--- src/tfp_regs.svh ---
// Purpose: Register map, reset values and timing counts for the traverse profile block
// Assumes: APB with 32-bit data, one aligned word per register
// Notes: Percent fields in 0.1 % units, times in 0.1 s units
`ifndef TFP_REGS_SVH
`define TFP_REGS_SVH

`define TFP_ADDR_MODE 12'h000
`define TFP_ADDR_AMPL 12'h004
`define TFP_ADDR_SCRAMBLE 12'h008
`define TFP_ADDR_ACC_TIME 12'h00c
`define TFP_ADDR_DEC_TIME 12'h010
`define TFP_ADDR_UPPER_SHIFT 12'h014
`define TFP_ADDR_LOWER_SHIFT 12'h018
`define TFP_ADDR_TFUNC_LO 12'h01c
`define TFP_ADDR_TFUNC_HI 12'h020
`define TFP_ADDR_STATUS 12'h024
`define TFP_ADDR_FREQ 12'h028

`define TFP_MODE_TRAVERSE 3'h1
`define TFP_FUNC_LOWER_SHIFT 8'h1b
`define TFP_FUNC_UPPER_SHIFT 8'h1c

`define TFP_AMPL_MAX 10'h0c8
`define TFP_SCRAMBLE_MAX 10'h1f4
`define TFP_SHIFT_MAX 10'h0c8
`define TFP_TIME_MIN 13'h0001
`define TFP_TIME_MAX 13'h1770

`define TFP_RST_MODE 3'h0
`define TFP_RST_PCT 10'h000
`define TFP_RST_ACC_TIME 13'h0014
`define TFP_RST_DEC_TIME 13'h001e
`define TFP_RST_TFUNC 32'h0000_0000

`define TFP_PCT_SCALE 26'h00003e8
`define TFP_CLK_PERIOD_NS 100
`define TFP_TIME_STEP_NS 100000000
`define TFP_CYC_PER_STEP (`TFP_TIME_STEP_NS / `TFP_CLK_PERIOD_NS)

`endif

--- src/tfp_pkg.sv ---
// Purpose: Types shared by the traverse profile block
// Assumes: Constants live in tfp_regs.svh
// Notes: State codes are one-hot
package tfp_pkg;

  typedef enum logic [2:0] {
    TFP_IDLE = 3'b001,
    TFP_RISE = 3'b010,
    TFP_FALL = 3'b100
  } tfp_state_t;

  typedef enum logic [2:0] {
    TFP_APP_NONE = 3'h0,
    TFP_APP_TRAVERSE = 3'h1,
    TFP_APP_PROCESS_LOOP_REGULATION = 3'h2,
    TFP_APP_RESERVED = 3'h3,
    TFP_APP_AUTO_SEQUENCE = 3'h4
  } tfp_app_t;

endpackage

--- src/tfp_traverse.sv ---
// Purpose: Traverse frequency-profile generator with APB register access
// Assumes: freq_ref and term_in synchronous to pclk; frequency in 0.01 Hz units
// Notes: Notes on behaviour follow
`timescale 1ns/1ps
`include "tfp_regs.svh"
`default_nettype none

module tfp_traverse
  import tfp_pkg::*;
#(
  parameter logic [33:0] CYC_PER_STEP = 34'(`TFP_CYC_PER_STEP)
)
(
  input wire logic pclk,
  input wire logic presetn,
  input wire logic psel,
  input wire logic penable,
  input wire logic pwrite,
  input wire logic [11:0] paddr,
  input wire logic [31:0] pwdata,
  output logic [31:0] prdata,
  output logic pready,
  output logic pslverr,
  input wire logic [15:0] freq_ref,
  input wire logic [7:0] term_in,
  output logic [15:0] freq_cmd,
  output logic traverse_active
);

  ////////////////////////////////////////////////////////////////////////
  // Helpers

  function automatic logic [15:0] pct_of(input logic [15:0] base, input logic [9:0] p);
    logic [25:0] prod;
    prod = 26'(base) * 26'(p);
    pct_of = 16'(prod / `TFP_PCT_SCALE);
  endfunction

  function automatic logic [9:0] clamp_pct(input logic [31:0] v, input logic [9:0] lim);
    clamp_pct = (v > 32'(lim)) ? lim : v[9:0];
  endfunction

  function automatic logic [12:0] clamp_time(input logic [31:0] v);
    if (v < 32'(`TFP_TIME_MIN))
      clamp_time = `TFP_TIME_MIN;
    else if (v > 32'(`TFP_TIME_MAX))
      clamp_time = `TFP_TIME_MAX;
    else
      clamp_time = v[12:0];
  endfunction

  function automatic logic [33:0] ramp_cycles(input logic [12:0] t);
    ramp_cycles = 34'(t) * CYC_PER_STEP;
  endfunction

  ////////////////////////////////////////////////////////////////////////
  // Registers

  logic [2:0] app_mode;
  logic [9:0] ampl_pct;
  logic [9:0] scramble_pct;
  logic [12:0] acc_time;
  logic [12:0] dec_time;
  logic [9:0] upper_shift_amount;
  logic [9:0] lower_shift_amount;
  logic [63:0] input_terminal_function;
  tfp_state_t state;
  logic signed [18:0] pos;
  logic [33:0] acc;
  logic upper_on;
  logic lower_on;

  logic access;
  logic wr_en;
  logic addr_ok;
  logic [31:0] rd_data;

  assign access = psel && penable;
  assign wr_en = access && pwrite && addr_ok;
  // Zero wait states: read data is captured in the setup cycle
  assign pready = 1'b1;
  assign pslverr = access && !addr_ok;

  always_ff @(posedge pclk or negedge presetn)
  begin
    if (!presetn)
    begin
      app_mode <= `TFP_RST_MODE;
      ampl_pct <= `TFP_RST_PCT;
      scramble_pct <= `TFP_RST_PCT;
      acc_time <= `TFP_RST_ACC_TIME;
      dec_time <= `TFP_RST_DEC_TIME;
      upper_shift_amount <= `TFP_RST_PCT;
      lower_shift_amount <= `TFP_RST_PCT;
      input_terminal_function <= {`TFP_RST_TFUNC, `TFP_RST_TFUNC};
    end
    else if (wr_en)
    begin
      unique case (paddr)
        `TFP_ADDR_MODE: app_mode <= pwdata[2:0];
        `TFP_ADDR_AMPL: ampl_pct <= clamp_pct(pwdata, `TFP_AMPL_MAX);
        `TFP_ADDR_SCRAMBLE: scramble_pct <= clamp_pct(pwdata, `TFP_SCRAMBLE_MAX);
        `TFP_ADDR_ACC_TIME: acc_time <= clamp_time(pwdata);
        `TFP_ADDR_DEC_TIME: dec_time <= clamp_time(pwdata);
        `TFP_ADDR_UPPER_SHIFT: upper_shift_amount <= clamp_pct(pwdata, `TFP_SHIFT_MAX);
        `TFP_ADDR_LOWER_SHIFT: lower_shift_amount <= clamp_pct(pwdata, `TFP_SHIFT_MAX);
        `TFP_ADDR_TFUNC_LO: input_terminal_function[31:0] <= pwdata;
        `TFP_ADDR_TFUNC_HI: input_terminal_function[63:32] <= pwdata;
        default: ;
      endcase
    end
  end

  always_comb
  begin
    addr_ok = 1'b1;
    rd_data = 32'h0000_0000;
    unique case (paddr)
      `TFP_ADDR_MODE: rd_data = 32'(app_mode);
      `TFP_ADDR_AMPL: rd_data = 32'(ampl_pct);
      `TFP_ADDR_SCRAMBLE: rd_data = 32'(scramble_pct);
      `TFP_ADDR_ACC_TIME: rd_data = 32'(acc_time);
      `TFP_ADDR_DEC_TIME: rd_data = 32'(dec_time);
      `TFP_ADDR_UPPER_SHIFT: rd_data = 32'(upper_shift_amount);
      `TFP_ADDR_LOWER_SHIFT: rd_data = 32'(lower_shift_amount);
      `TFP_ADDR_TFUNC_LO: rd_data = input_terminal_function[31:0];
      `TFP_ADDR_TFUNC_HI: rd_data = input_terminal_function[63:32];
      `TFP_ADDR_STATUS: rd_data = {27'h0, lower_on, upper_on, state};
      `TFP_ADDR_FREQ: rd_data = 32'(freq_cmd);
      default: addr_ok = 1'b0;
    endcase
  end

  always_ff @(posedge pclk or negedge presetn)
  begin
    if (!presetn)
      prdata <= 32'h0000_0000;
    else if (psel && !penable && !pwrite)
      prdata <= rd_data;
  end

  ////////////////////////////////////////////////////////////////////////
  // Terminal decode

  always_comb
  begin
    upper_on = 1'b0;
    lower_on = 1'b0;
    for (int i = 0; i < 8; i++)
    begin
      // Unassigned terminals are ignored
      if (term_in[i] && input_terminal_function[8*i +: 8] == `TFP_FUNC_UPPER_SHIFT)
        upper_on = 1'b1;
      if (term_in[i] && input_terminal_function[8*i +: 8] == `TFP_FUNC_LOWER_SHIFT)
        lower_on = 1'b1;
    end
  end

  ////////////////////////////////////////////////////////////////////////
  // Profile

  logic trav;
  logic [15:0] amp;
  logic [15:0] scr;
  logic [15:0] up_amt;
  logic [15:0] lo_amt;
  logic signed [18:0] amp_s;
  logic signed [18:0] center;
  logic signed [18:0] next_freq;
  logic [33:0] two_a;
  logic [33:0] t_rise;
  logic [33:0] t_fall;

  assign trav = (app_mode == `TFP_MODE_TRAVERSE);
  assign amp = pct_of(freq_ref, ampl_pct);
  assign scr = pct_of(amp, scramble_pct);
  assign up_amt = upper_on ? pct_of(freq_ref, upper_shift_amount) : 16'h0000;
  assign lo_amt = lower_on ? pct_of(freq_ref, lower_shift_amount) : 16'h0000;
  assign amp_s = 19'(amp);
  assign center = 19'(freq_ref) + 19'(up_amt) - 19'(lo_amt);
  assign next_freq = center + pos;
  // Full swing spans twice the amplitude in one ramp time
  assign two_a = {17'h0, amp, 1'b0};
  assign t_rise = ramp_cycles(acc_time);
  assign t_fall = ramp_cycles(dec_time);

  always_ff @(posedge pclk or negedge presetn)
  begin
    if (!presetn)
    begin
      state <= TFP_IDLE;
      pos <= 19'sh0;
      acc <= 34'h0;
    end
    else if (!trav)
    begin
      state <= TFP_IDLE;
      pos <= 19'sh0;
      acc <= 34'h0;
    end
    else
    begin
      unique case (state)
        TFP_IDLE:
        begin
          state <= TFP_RISE;
          pos <= 19'sh0;
          acc <= 34'h0;
        end
        TFP_RISE:
        begin
          if (pos >= amp_s)
          begin
            // Turn at top with the scramble drop
            state <= TFP_FALL;
            pos <= amp_s - 19'(scr);
            acc <= 34'h0;
          end
          else if (acc + two_a >= t_rise)
          begin
            acc <= acc + two_a - t_rise;
            pos <= pos + 19'sh1;
          end
          else
            acc <= acc + two_a;
        end
        TFP_FALL:
        begin
          if (pos <= -amp_s)
          begin
            state <= TFP_RISE;
            pos <= -amp_s;
            acc <= 34'h0;
          end
          else if (acc + two_a >= t_fall)
          begin
            acc <= acc + two_a - t_fall;
            pos <= pos - 19'sh1;
          end
          else
            acc <= acc + two_a;
        end
        default:
        begin
          state <= TFP_IDLE;
          pos <= 19'sh0;
          acc <= 34'h0;
        end
      endcase
    end
  end

  always_ff @(posedge pclk or negedge presetn)
  begin
    if (!presetn)
    begin
      freq_cmd <= 16'h0000;
      traverse_active <= 1'b0;
    end
    else
    begin
      traverse_active <= trav;
      // Saturate rather than wrap at either end of the range
      if (!trav)
        freq_cmd <= freq_ref;
      else if (next_freq < 19'sh0)
        freq_cmd <= 16'h0000;
      else if (next_freq > 19'sh0ffff)
        freq_cmd <= 16'hffff;
      else
        freq_cmd <= next_freq[15:0];
    end
  end

  ////////////////////////////////////////////////////////////////////////
  // Checks

  property p_mode_off;
    @(posedge pclk) disable iff (!presetn)
    !trav |=> (state == TFP_IDLE) && (freq_cmd == $past(freq_ref));
  endproperty
  a_mode_off: assert property (p_mode_off) else $error("Profile active outside traverse");

  property p_amp_pct;
    @(posedge pclk) disable iff (!presetn)
    32'(amp) * 32'd1000 <= 32'(freq_ref) * 32'(ampl_pct);
  endproperty
  a_amp_pct: assert property (p_amp_pct) else $error("Amplitude exceeds setting");

  property p_scramble;
    @(posedge pclk) disable iff (!presetn)
    (trav && state == TFP_RISE && pos >= amp_s)
      |=> (state == TFP_FALL) && (pos == $past(amp_s) - 19'($past(scr)));
  endproperty
  a_scramble: assert property (p_scramble) else $error("Missing scramble jump");

  property p_ramp_acc;
    @(posedge pclk) disable iff (!presetn)
    (state == TFP_RISE && $stable(t_rise) && $stable(two_a)) |-> acc < t_rise + two_a;
  endproperty
  a_ramp_acc: assert property (p_ramp_acc) else $error("Rise accumulator overran");

  property p_upper;
    @(posedge pclk) disable iff (!presetn)
    (upper_on && !lower_on) |-> center == 19'(freq_ref) + 19'(pct_of(freq_ref, upper_shift_amount));
  endproperty
  a_upper: assert property (p_upper) else $error("Upper shift not applied");

  property p_lower;
    @(posedge pclk) disable iff (!presetn)
    (lower_on && !upper_on) |-> center == 19'(freq_ref) - 19'(pct_of(freq_ref, lower_shift_amount));
  endproperty
  a_lower: assert property (p_lower) else $error("Lower shift not applied");

  property p_keep_running;
    @(posedge pclk) disable iff (!presetn)
    (trav && state != TFP_IDLE) ##1 trav |-> state != TFP_IDLE;
  endproperty
  a_keep_running: assert property (p_keep_running) else $error("Traverse stopped");

  property p_bottom_turn;
    @(posedge pclk) disable iff (!presetn)
    (trav && state == TFP_FALL && pos <= -amp_s && amp_s > 19'sh0)
      |=> state == TFP_RISE ##1 (!$past(trav) || state == TFP_RISE);
  endproperty
  a_bottom_turn: assert property (p_bottom_turn) else $error("No turn at bottom");

  property p_unused_term;
    @(posedge pclk) disable iff (!presetn)
    (input_terminal_function == 64'h0) |-> !upper_on && !lower_on;
  endproperty
  a_unused_term: assert property (p_unused_term) else $error("Unassigned terminal acted");

endmodule

`default_nettype wire

--- config.mk ---
export PLATFORM = sky130hd
export DESIGN_NAME = tfp_traverse
export DESIGN_NICKNAME = d
export VERILOG_FILES = /design/src/tfp_pkg.sv /design/src/tfp_traverse.sv
export VERILOG_INCLUDE_DIRS = /design/src
export SDC_FILE = /design/constraint.sdc
export NUM_CORES = 2
export LEC_CHECK = 0
export BUFFER_PORTS_ARGS = -buffer_cell sky130_fd_sc_hd__buf_2
export CAP_MARGIN = 20
export CORE_MARGIN = 5
export CORE_UTILIZATION = 40
export CTS_CLUSTER_DIAMETER = 40
export DETAILED_ROUTE_END_ITERATION = 10
export PLACE_DENSITY_LB_ADDON = 0.25
export SKIP_CTS_REPAIR_TIMING = 1
export SLEW_MARGIN = 20
export SYNTH_ARGS = -nofsm -noshare
export SYNTH_HDL_FRONTEND = slang
export SYNTH_SLANG_ARGS = --single-unit
--- constraint.sdc ---
create_clock -name pclk -period 49.6 [get_ports pclk]
set_clock_uncertainty 0.2 [all_clocks]
set_input_delay 2.48 -clock pclk [delete_from_list [all_inputs] [get_ports pclk]]
set_output_delay 2.48 -clock pclk [all_outputs]
set_load 0.005 [all_outputs]
==> out/metrics.yaml <==
period_share: 0.891
grt_max_degree: 119
status: "finished clean"
io_pins: 124
yosysUniqueCellTypes: 158
final_nets: 9057
syn_area_um2: 63500
dp.final_hpwl_mm: 167
avgSynthCellArea_um2: 8.00
yosys_register_bits: 237
cts_root_buf: "clkbuf_16"
fp.dieH_um: 409
seqPwrFrac: 0.349
rsz0062_at_grt: "false"
die_area_um2: 167000
power_density_nw_per_um2: 8.46
drt_iter0_drc: 4916
drive_above_1_share: 0.0853
synthCells: 7941
fin_ws_ns: 5.41
vdd_ir_drop_max_mv: 0.0234
synth_top_area_cell: "fa_1"
worstSetupPathType: "in2reg"
combPwrFrac: 0.079
tightest_slew_ns: 1.13
routed-via-count: 59930
critPathMaxStageDelay_ns: 0.78
cts.sinks: 237
leakage_nw: 31.4
critPathRequiredTime_ns: 49.91
drc: 0
drt_pass1_iterations: 8
mostFrequentLayoutCells: "nand2_1, inv_1, ha_1, fa_1, nor2_1"
worstSkewPairLatency_ns: 0.62
antenna_left: 0
syn2layout_area_growth_pct: 6.51
grt_pass1_vias: 58252
ys_seq_area_frac: 0.0935
start_util: 0.402
final_common_cell: "nand2_1"
yosys_warnings: 0
fillers: 15962
routed_wl_mm: 209
fmax_mhz: 22.6
hold_path_class: "reg2reg"
place_ws_ns: 5.53
cp_max_fo: 31
synthTopCellsByArea: "fa_1, ha_1, dfrtp_1"
row_count: 146
post-route-min-period_ns: 44.19
relSlewSlack: 0.245
synth_edf_count: 0
core-area_um2: 158000
avgRoutedWirePerCell_um: 20.9
gp_congestion: 0.954
finalSetupTns_ns: 0
swShare: 0.272
cts.path.max_buffers: 3
crit_top_cell: "a21o_1"
clock_power_share: 0.572
antenna_found_initial: 15
power_switching_mw: 0.156
yosys_most_used_dff: "dfrtp_1"
port_buffers: 122
via_per_inst: 6.01
endpoint_kind: "register"
cts_made_buffers: 44
worstPathArrival_ns: 44.50
die_w_um: 409
synth_top_area_share: 0.171
seqCellArea_um2: 5940
multiInputGateArea_um2: 53500
slew_violations: 0
max-cap-violations: 0
critPathLaunchType: "input port"
internal-power_mw: 0.417
grt_pass1_wl_mm: 329
cts_tree: "done"
clkTransAtPathRegs_ns: 0.06
cts-htree-levels: 2
setup_viol: 0
cp_slowest_cell: "a31o_1"
grt-ovfl-total: 0
synth_fp_nets: 9134
hold_violations: 0
synthArstFlopShare: 1.00
grt_util_all_layers: 0.241
## power groups by stage
stage                     combinational (mW)  sequential, mW  clock (mW)
final                                 0.0451           0.200       0.328
after global routing                  0.0492           0.199       0.341
after CTS                             0.0447           0.199       0.332
after detailed placement              0.0445           0.203           0
after global placement                0.0436           0.203           0
after floorplan                       0.0228           0.200           0
## flip-flops by register name, summed over array words and instances, names as in the netlist
signal	flops
pos	19
prdata	32
freq_cmd	16
upper_shift_amount	10
input_terminal_function	64
ampl_pct	10
traverse_active	1
acc	33
state	3
acc_time	13
scramble_pct	10
dec_time	13
lower_shift_amount	10
app_mode	3
## metal layers
layer | vias to the layer above | share of wire | GRT usage
met5 | - | 0.00014 | 0
met4 | 4 | 0.027 | 0.0610
met3 | 311 | 0.067 | 0.0250
met2 | 2029 | 0.47 | 0.405
met1 | 29446 | 0.44 | 0.331
li1 | 28140 | - | -
## final cells by class
type | instances | share of cell area
clock buffer | 54 | 0.0179
inverter | 748 | 0.0415
sequential | 237 | 0.0878
clock inverter | 28 | 0.00595
multi-input combinational | 6636 | 0.791
tap | 2072 | 0.0383
antenna | 6 | 0.000222
timing repair buffer | 197 | 0.0175
## critical path: cells and delay by family
kind / cells / cell delay (ns)
AO/OA/AOI/OAI: 64 / 18.00
AND/OR/NAND/NOR: 24 / 6.58
adder cells (fa/ha/maj): 14 / 6.48
multiplexers: 11 / 4.62
XOR/XNOR: 8 / 3.38
buffers and inverters: 13 / 2.84
## worst paths after layout
check                                         from                     end  slack [ns]  cells past startpoint
min in group asynchronous                  presetn  prdata[15]$_DFFE_PN0P_        1.73                      1
setup reg to reg           ampl_pct[9]$_DFFE_PN0P_     pos[17]$_DFFE_PN0P_        7.04                    132
setup / recovery                       freq_ref[7]     pos[17]$_DFFE_PN0P_        5.41                    134
hold / removal               prdata[7]$_DFFE_PN0P_   prdata[7]$_DFFE_PN0P_        0.27                      1
max in group asynchronous                  presetn        acc[6]$_DFF_PN0_       45.93                      2
hold reg to reg              prdata[7]$_DFFE_PN0P_   prdata[7]$_DFFE_PN0P_        0.27                      1
## kinds of logic (layout without fill, tap and decap cells)
family,Yosys count,after routing,share of synthesized area
multiplexers,224,224,0.0376
flip-flops,237,237,0.0935
adder cells (fa/ha/maj),1134,1134,0.287
other,1,7,0.0000590
XOR/XNOR,438,438,0.0622
AND/OR/NAND/NOR,2670,2670,0.209
buffers and inverters,1068,1027,0.0651
AO/OA/AOI/OAI,2169,2169,0.246
## synth_stat cells, types with 102 or more instances
cell      instances
clkbuf_1        239
a21oi_1         410
nand3_1         182
mux2i_1         113
xnor2_1         306
inv_1           737
xor2_1          119
o21ai_0         376
fa_1            543
a21o_1          222
mux2_2          107
o211ai_1        102
nand2_1         873
nor3_1          176
ha_1            577
dfrtp_1         230
and2_1          342
nor2_1          499
## stage by stage
step / instance area [um2] / total power [mW] / util / instances / hold slack, ns
floorplan: 63500 / 0.222 / - / 7941 / 0.264
global placement: 66000 / 0.246 / 0.417 / 9890 / 0.257
detailed placement: 66000 / 0.247 / 0.417 / 9890 / 0.262
CTS: 67600 / 0.576 / 0.428 / 9972 / 0.276
global route: 67600 / 0.590 / 0.428 / 9974 / 0.296
finish: 67700 / 0.573 / 0.428 / 9978 / 0.274
(Power assumes the default switching activity.)
